<file path="config.mk">
export PLATFORM = sky130hd
export DESIGN_NAME = uart_command_decoder
export DESIGN_NICKNAME = d
export VERILOG_FILES = /design/src/inc/uart_cmd_pkg.sv /design/src/inc/uart_cmd_if.sv /design/src/hw/uart_cmd_decode.sv /design/src/hw/uart_command_decoder.sv
export SDC_FILE = /design/constraint.sdc
export NUM_CORES = 1
export LEC_CHECK = 0
export ABC_AREA = 1
export CAP_MARGIN = 20
export CORE_MARGIN = 1.5
export CORE_UTILIZATION = 59
export CTS_CLUSTER_SIZE = 24
export DETAILED_ROUTE_END_ITERATION = 10
export DONT_BUFFER_PORTS = 1
export PLACE_DENSITY = 0.75
export SETUP_SLACK_MARGIN = 0.3
export SYNTH_ARGS = -nofsm -noshare
export SYNTH_HDL_FRONTEND = slang
export SYNTH_SLANG_ARGS = --single-unit
export TNS_END_PERCENT = 10
</file>
<file path="constraint.sdc">
create_clock -name i_clock -period 1.2 [get_ports i_clock]
set_clock_uncertainty 0.05 [all_clocks]
set_input_delay 0.06 -clock i_clock [delete_from_list [all_inputs] [get_ports i_clock]]
set_output_delay 0.06 -clock i_clock [all_outputs]
set_load 0.1 [all_outputs]
</file>
<file path="src/inc/uart_cmd_pkg.sv">
// constants and types shared by the uart command register logic
package uart_cmd_pkg;
    // ---------------------------------------------------------------
    // register map (byte addresses on the wishbone bus)
    // ---------------------------------------------------------------
    localparam int unsigned ADR_W = 4;
    localparam int unsigned DAT_W = 32;
    localparam int unsigned SEL_W = 4;
    localparam logic [ADR_W-1:0] OFS_COMMAND = 4'h0;
    localparam logic [ADR_W-1:0] OFS_STATUS = 4'h4;
    // ---------------------------------------------------------------
    // command word fields
    // ---------------------------------------------------------------
    localparam int unsigned CMD_AUTOBAUD_BIT = 7;
    localparam int unsigned CMD_SEL_HI = 6;
    localparam int unsigned CMD_SEL_LO = 4;
    typedef enum logic [2:0] {
        SEL_NONE = 3'h0,
        SEL_MODE_PTR = 3'h1,
        SEL_RX_RESET = 3'h2,
        SEL_TX_RESET = 3'h3,
        SEL_ERR_CLEAR = 3'h4,
        SEL_DBRK_CLEAR = 3'h5,
        SEL_BRK_START = 3'h6,
        SEL_BRK_STOP = 3'h7
    } misc_sel_e;
    // ---------------------------------------------------------------
    // status word fields and reset values
    // ---------------------------------------------------------------
    localparam int unsigned ST_AB_ENABLE = 0;
    localparam int unsigned ST_AB_COMPLETE = 1;
    localparam int unsigned ST_BRK_WAIT = 2;
    localparam int unsigned ST_BRK_ON = 3;
    localparam logic RST_AB_ENABLE = 1'b0;
    localparam logic RST_AB_COMPLETE = 1'b0;
    localparam int unsigned PULSE_W = 7;
    // break sequencer states
    typedef enum logic [1:0] {
        BRK_IDLE = 2'b00,
        BRK_WAIT = 2'b01,
        BRK_ON = 2'b10
    } brk_state_e;
endpackage : uart_cmd_pkg

</file>
<file path="src/inc/uart_cmd_if.sv">
// command strobe and decoded action pulses between register file and decoder
`timescale 1ns/1ps
interface uart_cmd_if;
    logic wr_stb;
    logic [7:0] wr_data;
    logic mode_ptr_reset;
    logic rx_reset;
    logic tx_reset;
    logic err_clear;
    logic dbrk_clear;
    logic brk_start;
    logic brk_stop;
    modport decoder (
        input wr_stb, wr_data,
        output mode_ptr_reset, rx_reset, tx_reset, err_clear, dbrk_clear,
        output brk_start, brk_stop
    );
    modport owner (
        output wr_stb, wr_data,
        input mode_ptr_reset, rx_reset, tx_reset, err_clear, dbrk_clear,
        input brk_start, brk_stop
    );
endinterface : uart_cmd_if

</file>
<file path="src/hw/uart_cmd_decode.sv">
// decoder of the single-command selector into one-cycle action pulses
`timescale 1ns/1ps
module uart_cmd_decode (
    input wire logic i_clock,
    input wire logic i_nrst,
    uart_cmd_if.decoder cmd
);
    import uart_cmd_pkg::*;

    logic [PULSE_W-1:0] pulse_ff;
    logic [PULSE_W-1:0] nxt_pulse;
    misc_sel_e sel;

    // ---------------------------------------------------------------
    // selector decode
    // ---------------------------------------------------------------
    assign sel = misc_sel_e'(cmd.wr_data[CMD_SEL_HI:CMD_SEL_LO]);

    // at most one pulse per write, none when idle
    always_comb begin
        nxt_pulse = '0;
        if (cmd.wr_stb) begin
            unique case (sel)
                SEL_NONE: nxt_pulse = '0;
                SEL_MODE_PTR: nxt_pulse[0] = 1'b1;
                SEL_RX_RESET: nxt_pulse[1] = 1'b1;
                SEL_TX_RESET: nxt_pulse[2] = 1'b1;
                SEL_ERR_CLEAR: nxt_pulse[3] = 1'b1;
                SEL_DBRK_CLEAR: nxt_pulse[4] = 1'b1;
                SEL_BRK_START: nxt_pulse[5] = 1'b1;
                SEL_BRK_STOP: nxt_pulse[6] = 1'b1;
            endcase
        end
    end

    // pulse register
    always_ff @(posedge i_clock) begin
        if (!i_nrst) begin
            pulse_ff <= '0;
        end else begin
            pulse_ff <= nxt_pulse;
        end
    end

    assign cmd.mode_ptr_reset = pulse_ff[0];
    assign cmd.rx_reset = pulse_ff[1];
    assign cmd.tx_reset = pulse_ff[2];
    assign cmd.err_clear = pulse_ff[3];
    assign cmd.dbrk_clear = pulse_ff[4];
    assign cmd.brk_start = pulse_ff[5];
    assign cmd.brk_stop = pulse_ff[6];
endmodule : uart_cmd_decode

</file>
<file path="src/hw/uart_command_decoder.sv">
// uart command register: wishbone slave, autobaud control and break sequencer
// Functional notes
// software combines only non-conflicting commands per write
// command bit 7 enables automatic baud detection
// software clears then sets enable to recompute
// set autobaud complete once divider is loaded
// software zeroes both divider bytes before enabling
// bits 6..4 pick one action; zero does nothing
// selector 001 resets mode register pointer
// selector 010 resets receiver, flags and fifo pointer
// software prefers receiver reset over plain disable
// selector 011 resets transmitter and its flags
// software prefers transmitter reset over plain disable
// selector 100 clears break, framing, parity, overrun errors
// selector 101 clears the delta break flag
// selector 110 starts break after shifting character
// selector 111 ends break, resumes buffered characters
// each action is one pulse per write
//
// The Wishbone interface to the registers and the placing of the registers were decided locally.
`timescale 1ns/1ps
module uart_command_decoder (
    input wire logic i_clock,
    input wire logic i_nrst,
    input wire logic i_wb_cyc,
    input wire logic i_wb_stb,
    input wire logic i_wb_we,
    input wire logic [uart_cmd_pkg::ADR_W-1:0] i_wb_adr,
    input wire logic [uart_cmd_pkg::SEL_W-1:0] i_wb_sel,
    input wire logic [uart_cmd_pkg::DAT_W-1:0] i_wb_dat,
    output logic [uart_cmd_pkg::DAT_W-1:0] o_wb_dat,
    output logic o_wb_ack,
    input wire logic i_tx_enabled,
    input wire logic i_tx_shift_busy,
    input wire logic i_autobaud_loaded,
    output logic o_autobaud_enable,
    output logic o_mode_ptr_reset,
    output logic o_rx_reset,
    output logic o_tx_reset,
    output logic o_err_clear,
    output logic o_dbrk_clear,
    output logic o_tx_break,
    output logic o_tx_hold
);
    import uart_cmd_pkg::*;

    uart_cmd_if cmd ();

    // ---------------------------------------------------------------
    // wishbone slave
    // ---------------------------------------------------------------
    logic ack_ff;
    logic nxt_ack;
    logic [DAT_W-1:0] rdat_ff;
    logic [DAT_W-1:0] nxt_rdat;
    logic [DAT_W-1:0] status;
    logic wr_go;
    logic wr_cmd;
    logic wr_status;

    // a write takes effect at the edge where the master sees ack
    assign wr_go = i_wb_cyc && i_wb_stb && i_wb_we && ack_ff;
    assign wr_cmd = wr_go && i_wb_adr == OFS_COMMAND && i_wb_sel[0];
    assign wr_status = wr_go && i_wb_adr == OFS_STATUS && i_wb_sel[0];

    // ack one cycle after the request, dropped the cycle after
    always_comb begin
        nxt_ack = i_wb_cyc && i_wb_stb && !ack_ff;
        nxt_rdat = '0;
        if (nxt_ack && !i_wb_we && i_wb_adr == OFS_STATUS) begin
            nxt_rdat = status; // command word is write only, others read zero
        end
    end

    always_ff @(posedge i_clock) begin
        if (!i_nrst) begin
            ack_ff <= 1'b0;
            rdat_ff <= '0;
        end else begin
            ack_ff <= nxt_ack;
            rdat_ff <= nxt_rdat;
        end
    end

    assign o_wb_ack = ack_ff;
    assign o_wb_dat = rdat_ff;

    // ---------------------------------------------------------------
    // command decode
    // ---------------------------------------------------------------
    assign cmd.wr_stb = wr_cmd;
    assign cmd.wr_data = i_wb_dat[7:0];

    uart_cmd_decode u_decode (
        .i_clock(i_clock),
        .i_nrst(i_nrst),
        .cmd(cmd.decoder)
    );

    // action pulses come straight from the decoder flip-flops
    assign o_mode_ptr_reset = cmd.mode_ptr_reset;
    assign o_rx_reset = cmd.rx_reset;
    assign o_tx_reset = cmd.tx_reset;
    assign o_err_clear = cmd.err_clear;
    assign o_dbrk_clear = cmd.dbrk_clear;

    // ---------------------------------------------------------------
    // autobaud control
    // ---------------------------------------------------------------
    logic ab_en_ff;
    logic nxt_ab_en;
    logic ab_done_ff;
    logic nxt_ab_done;
    logic ab_set;
    logic ab_clr;

    // enable follows bit 7; a fresh enable rearms the complete flag
    always_comb begin
        nxt_ab_en = ab_en_ff;
        if (wr_cmd) begin
            nxt_ab_en = i_wb_dat[CMD_AUTOBAUD_BIT];
        end
        ab_set = i_autobaud_loaded && ab_en_ff;
        ab_clr = (wr_status && i_wb_dat[ST_AB_COMPLETE]) || (nxt_ab_en && !ab_en_ff);
        nxt_ab_done = ab_set || (ab_done_ff && !ab_clr); // set wins over clear
    end

    always_ff @(posedge i_clock) begin
        if (!i_nrst) begin
            ab_en_ff <= RST_AB_ENABLE;
            ab_done_ff <= RST_AB_COMPLETE;
        end else begin
            ab_en_ff <= nxt_ab_en;
            ab_done_ff <= nxt_ab_done;
        end
    end

    assign o_autobaud_enable = ab_en_ff;

    // ---------------------------------------------------------------
    // break sequencer
    // ---------------------------------------------------------------
    brk_state_e brk_ff;
    brk_state_e nxt_brk;
    logic hold_ff;
    logic nxt_hold;

    // break waits for the shifter; stop always wins
    always_comb begin
        nxt_brk = brk_ff;
        unique case (brk_ff)
            BRK_IDLE: begin
                if (cmd.brk_start && i_tx_enabled) begin
                    nxt_brk = i_tx_shift_busy ? BRK_WAIT : BRK_ON;
                end
            end
            BRK_WAIT: begin
                if (cmd.brk_stop) begin
                    nxt_brk = BRK_IDLE;
                end else if (!i_tx_shift_busy) begin
                    nxt_brk = BRK_ON;
                end
            end
            BRK_ON: begin
                if (cmd.brk_stop) begin
                    nxt_brk = BRK_IDLE;
                end
            end
            default: nxt_brk = BRK_IDLE;
        endcase
        nxt_hold = nxt_brk != BRK_IDLE;
    end

    always_ff @(posedge i_clock) begin
        if (!i_nrst) begin
            brk_ff <= BRK_IDLE;
            hold_ff <= 1'b0;
        end else begin
            brk_ff <= nxt_brk;
            hold_ff <= nxt_hold;
        end
    end

    assign o_tx_break = brk_ff[1]; // line held low while break is on
    assign o_tx_hold = hold_ff; // holding register waits, own flop so the pin is glitch free

    // status word
    always_comb begin
        status = '0;
        status[ST_AB_ENABLE] = ab_en_ff;
        status[ST_AB_COMPLETE] = ab_done_ff;
        status[ST_BRK_WAIT] = brk_ff == BRK_WAIT;
        status[ST_BRK_ON] = brk_ff == BRK_ON;
    end
endmodule : uart_command_decoder

</file>
==> results.yml, run 1 <==
logic_synthesis:
  syn_avg_cell_area_sq_um: 7.44
  synth_top_area_share_pct: 38.1
  synth.distinct_cells: 18
  synthCells: 120
  synthesis.area_sq_um: 893
  yosys.area.top_type: "dfxtp_1"
  ys_top_cells_by_area: "dfxtp_1 (38%), buf_4 (24%), nor2_1 (8.4%), inv_1 (7.6%), nand2_1 (6.7%)"
  yosysSeqAreaShare_pct: 38.1
  synth-seq-cells: 17
  yosys_warnings: 0
cells_and_area:
  area_growth_pct: 17.1
  nFillCells: 94
  final_nets: 192
  fin_cells: 158
  drive_gt1_share_pct: 23.1
  n_antenna_cell: 0
global_routing:
  first_global_vias: 601
  grt_max_degree: 10
  track_usage_pct: 18.8
  gr-total-overflow: 0
  antenna_found_initial: 0
  grt_pass1_wl_mm: 2.48
power:
  p_leak_nw: 0.539
  pwr_density_cell_nw_per_um2: 1250
  ir_drop_mv: 1.04
  power_mw: 1.31
worst_setup_path:
  worstPathRequired_ns: 1.38
  path_cells: "nand3_4, nor2_4, nand2_4, nor2_4, nand3_2, nor2_2"
  critPathBufInv: 0
  crit_arrival_ns: 1.29
  slowest_stage: "dfxtp_4"
  crit_path_max_incr_delay_ns: 0.38
  worstPathMaxFanout: 4
  cp-start-kind: "flop"
  cpMostUsedCell: "nor2_4"
  cp-end-kind: "flop"
  path_delay_family: "simple AND/OR/NAND/NOR gates"
  path_class: "flop to flop"
clock_network:
  path_clk_slew_ns: 0.09
  htree_levels: 1
  cts.sink_count: 17
  cts_buffers: 3
  cts_root_buffer: "clkbuf_4"
  clock_latency_ns: 0.28
  cts_tree: "done"
  cts_buffer_depth: 2
detailed_routing:
  wl_mm: 1.64
  via_count: 744
  initialDrtViolationCount: 10
  drtAntennaViolNets: 0
  viasPerCell: 4.71
  wl_per_cell_um: 10.4
  drc_errors: 0
  first_pass_iters: 4
sta:
  finalHoldViolations: 6
  period_needed_ns: 1.11
  period_share_pct: 92.8
  max_freq_ghz: 0.898
  rsz0062_at_grt: "yes"
  whs_ns: -0.0363
  slew_viol_final: 0
  setup_viol: 0
placement:
  gp_congestion: 0.791
  io_buffers: 0
  dp.cells: 147
  dp.final_hpwl_mm: 1.09
die:
  die_w_um: 41.9
  io_pins: 89
  die_area_sq_um: 1760
  row_count: 13
  start_util_pct: 66.2
  dieHeight_um: 41.9
  core_sq_um: 1350
outcome:
  status: "finished, violations left"
  violations: "negative hold slack"
min_path:
  hp-class: "input port to flop"
run:
  maxCapViolCount: 0
==> timing repair <==
action | in CTS | in global routing
resized for setup | 5 | 5
setup buffers | 0 | 0
setup endpoints to repair | 29 | 29
endpoints found under the hold margin | 16 | 6
hold buffers | 5 | 2
pin swaps | 1 | 2
cloned | 0 | 0
==> kinds of logic (layout without fill, tap and decap cells) <==
family                 after synthesis  count (layout)  synth area share (%)
buffers and inverters               47              43                  31.5
flip-flops                          17              17                  38.1
AND/OR/NAND/NOR                     50              50                  26.9
other                                1              28                 0.420
AO/OA/AOI/OAI                        5               5                  3.08
==> per-layer routing <==
| layer | wire length (um) | share of wire (%) | track usage, % |
|---|---|---|---|
| met1 | 529 | 32 | 19.3 |
| met4 | 31 | 1.9 | 5.81 |
| met2 | 878 | 54 | 35.0 |
| met3 | 195 | 12 | 6.52 |
| met5 | 0 | 0 | 0 |
==> synthesized netlist by cell type (all sizes together) <==
| library cell | count |
|---|---|
| buf | 28 |
| nor3 | 3 |
| nand4 | 3 |
| nor4 | 1 |
| dfxtp | 17 |
| nand3 | 4 |
| conb | 1 |
| nand2 | 17 |
| nor2 | 22 |
| o21ai | 3 |
| o211ai | 1 |
| a21oi | 1 |
| inv | 19 |
==> worst min-delay path, cell delays in order <==
cell and delay, ns:
nand3_4 0.04, nor2_4 0.04, nand2_4 0.07, nor4_1 0.04
==> sequential cells by signal, indices dropped and copies added (netlist names) <==
name and count:
ab_done_ff 1, o_autobaud_enable 1, u_decode.pulse_ff 7, o_wb_ack 1
o_wb_dat 4, o_tx_hold 1, brk_ff 2
==> final timing paths <==
path	startpoint	endpoint	slack (ns)	cells after the start
setup / recovery	o_wb_ack$_SDFF_PN0_	u_decode.pulse_ff[4]$_SDFF_PN0_	0.09	6
hold / removal	i_wb_sel[0]	u_decode.pulse_ff[1]$_SDFF_PN0_	-0.04	4
setup reg to reg	o_wb_ack$_SDFF_PN0_	u_decode.pulse_ff[4]$_SDFF_PN0_	0.09	6
hold reg to reg	brk_ff[1]$_SDFF_PN0_	o_wb_dat[2]$_SDFF_PN0_	0.42	1
==> power by group <==
part	internal (mW)	total, mW	switching [mW]
sequential	0.562	0.564	0.00221
clock	0.129	0.294	0.165
combinational	0.0267	0.451	0.424
==> per-stage QoR <==
| stage | setup WS [ns] | hold slack [ns] | TNS, ns | utilization (%) | area, sq um |
|---|---|---|---|---|---|
| after floorplan | -0.00930 | 0.0824 | -0.0401 | - | 1010 |
| after global placement | 0.152 | 0.0852 | 0 | 67.7 | 915 |
| after detailed placement | 0.123 | 0.0848 | 0 | 67.7 | 915 |
| after CTS | 0.128 | -0.143 | 0 | 74.3 | 1000 |
| after global routing | 0.0251 | -0.0173 | 0 | 77.5 | 1050 |
| final | 0.0859 | -0.0363 | 0 | 77.5 | 1050 |
==> cell usage in the layout, fill, tap and decap left out <==
cell	count
nor2_4	2
nand3_4	1
inv_2	1
inv_1	18
nand2_4	1
a21oi_1	1
dfxtp_2	1
nand2_1	16
nand3_2	2
nor2_2	3
nor4_1	1
dfxtp_1	14
o21ai_0	1
nor2_1	17
nand3_1	1
dfxtp_4	2
dlygate4sd3_1	7
clkbuf_4	3
o21ai_1	2
o211ai_1	1
conb_1	28
nor3_2	3
clkbuf_1	1
nand4_1	2
nand4_2	1
buf_4	13
==> layout make-up <==
| type | instances | area (sq um) | share of cell area, % |
|---|---|---|---|
| Inverter | 19 | 71.3 | 6.82 |
| Timing Repair Buffer | 20 | 168 | 16.0 |
| Multi-Input combinational cell | 83 | 413 | 39.5 |
| Tap cell | 15 | 18.8 | 1.79 |
| Clock buffer | 4 | 26.3 | 2.51 |
| Sequential cell | 17 | 349 | 33.4 |
(Power assumes the default switching activity.)
==> run 2: changes to the inputs <==
Settings changed: CORE_UTILIZATION 59 to 54, PLACE_DENSITY 0.75 to 0.72.
Clock period 1.2 ns to 0.9 ns, I/O delays scaled along.
==> run 2 against run 1 <==
Against the previous run: the flow finishes with violations (negative hold slack, negative setup slack); flip-flop and latch count stayed put; sequential share of layout area decreased by 2.6 points; critical path depth stayed put; power rose by 34%; combinational power up 29%; clock-buffer cell count is 1 lower; first-iteration DRC count shrank 60%; largest cell class unchanged; global-route usage grew 2.3 points; largest power group unchanged; core utilization rose by 0.52 points; worst setup slack lost 0.32 ns; via count decreased by 0.81%.
==> results.yml, run 2 (synthesized netlist as in run 1, its figures left out) <==
clock_network:
  cts_root_buffer: "clkbuf_4"
  path_clk_slew_ns: 0.10
  cts_tree: "done"
  cts_buffers: 3
  cts.sink_count: 17
  cts_buffer_depth: 2
  clock_latency_ns: 0.29
  htree_levels: 1
sta:
  max_freq_ghz: 0.885
  setup_ws_ns: -0.230
  setup_viol: 28
  rsz0062_at_grt: "yes"
  finalHoldViolations: 17
  period_share_pct: 126
  period_needed_ns: 1.13
  slew_viol_final: 0
  whs_ns: -0.172
detailed_routing:
  initialDrtViolationCount: 4
  first_pass_iters: 4
  viasPerCell: 4.67
  drc_errors: 0
  via_count: 738
  wl_mm: 1.85
  wl_per_cell_um: 11.7
  drtAntennaViolNets: 0
worst_setup_path:
  crit_arrival_ns: 1.31
  reg2reg_depth: 6
  worstPathMaxFanout: 4
  path_cells: "nand3_4, nor2_4, nand2_4, nor2_4, nand3_1, nor2_1"
  path_delay_family: "simple AND/OR/NAND/NOR gates"
  slowest_stage: "dfxtp_4"
  cpMostUsedCell: "nor2_4"
  cp-end-kind: "flop"
  crit_path_max_incr_delay_ns: 0.39
  critPathBufInv: 0
  worstPathRequired_ns: 1.08
  path_class: "flop to flop"
  crit_cells: 6
  cp-start-kind: "flop"
outcome:
  violations: "negative hold slack, negative setup slack"
  status: "finished, violations left"
placement:
  dp.cells: 151
  dp.final_hpwl_mm: 1.34
  place_area_sq_um: 1080
  io_buffers: 0
  post-place-ws_ns: -0.204
  gp_congestion: 0.722
global_routing:
  use_met2_pct: 42.1
  grtUsageMet3_pct: 5.42
  grt_max_degree: 11
  antenna_found_initial: 0
  use_met1_pct: 17.3
  track_usage_pct: 21.1
  grt_pass1_wl_mm: 2.84
  gr-total-overflow: 0
  grt_busiest_layer: "met2"
  first_global_vias: 753
min_path:
  holdPathStages: 2
  hp-class: "input port to flop"
die:
  row_count: 14
  die_w_um: 43.7
  io_pins: 89
  dieHeight_um: 43.7
  start_util_pct: 58.6
  core_sq_um: 1520
  die_area_sq_um: 1910
power:
  power_mw: 1.75
  pwr_density_cell_nw_per_um2: 1480
  ir_drop_mv: 1.02
  p_leak_nw: 0.584
cells_and_area:
  fin_cells: 158
  largest_reg_flops: 7
  largest_register: "u_decode.pulse_ff"
  fin_area_sq_um: 1190
  layout_commonest_cell: "conb_1"
  drive_gt1_share_pct: 32.4
  final_nets: 191
  final_cell_mix: "conb_1 (28), nor2_1 (19), inv_1 (18), nand2_1 (16), buf_12 (12)"
  n_antenna_cell: 0
  area_growth_pct: 33.1
run:
  maxCapViolCount: 0
[run 2: cell count changes in the layout (fill, tap and decap cells not counted), moves of 2 or more]
cell / previous run / this run
dfxtp_2: 1 / 11
nor2_2: 3 / 0
nand3_1: 1 / 3
buf_4: 13 / 5
nor2_1: 17 / 19
nand3_2: 2 / 0
dfxtp_1: 14 / 3
buf_12: 0 / 12
dlygate4sd3_1: 7 / 2
[run 2: worst reg2reg max path, cell delays in order, from the launching register on]
cell	delay [ns]
dfxtp_4	0.39
nand3_4	0.08
nor2_4	0.13
nand2_4	0.09
nor2_4	0.11
nand3_1	0.10
nor2_1	0.12
[run 2: worst paths after layout]
kind	start	endpoint	slack, ns
setup / recovery	o_wb_ack$_SDFF_PN0_	u_decode.pulse_ff[4]$_SDFF_PN0_	-0.23
hold / removal	i_nrst	ab_done_ff$_SDFF_PN0_	-0.17
setup reg to reg	o_wb_ack$_SDFF_PN0_	u_decode.pulse_ff[4]$_SDFF_PN0_	-0.23
hold reg to reg	ab_done_ff$_SDFF_PN0_	o_wb_dat[1]$_SDFF_PN0_	0.39
[run 2: repair_timing]
item / 4_1_cts / 5_1_grt
resized for setup: 21 / 3
hold endpoints to repair: 17 / 17
setup endpoints to repair: 30 / 30
setup buffers: 1 / 0
pin swaps: 3 / 2
hold buffers: 1 / 1
[run 2: routing by layer]
layer / part of all wire [%] / wire [um] / up-vias
li1: - / - / 349
met1: 34 / 623 / 330
met2: 57 / 1040 / 53
met3: 7.7 / 143 / 6
met4: 2.0 / 36 / 0
met5: 0 / 0 / -
[run 2: through the flow]
| stage | TNS, ns | utilization [%] |
|---|---|---|
| final | -2.72 | 78.0 |
| after global routing | -4.19 | 78.0 |
| after CTS | -2.68 | 77.1 |
| after detailed placement | -2.19 | 70.6 |
| after global placement | -1.15 | 70.6 |
| after floorplan | -4.66 | - |
[run 2: area by class of cell]
cell class,instances,area (sq um)
flip-flops and latches,17,365
multi-input cells,83,407
clock inverters,1,5.00
fillers,112,335
well taps,16,20.0
inverters,19,71.3
clock buffers,3,22.5
repair buffers,19,298
[run 2: where the power goes]
part / internal (mW) / switching, mW
Clock: 0.165 / 0.260
Combinational: 0.0215 / 0.559
Sequential: 0.745 / 0.00325
Total: 0.932 / 0.822
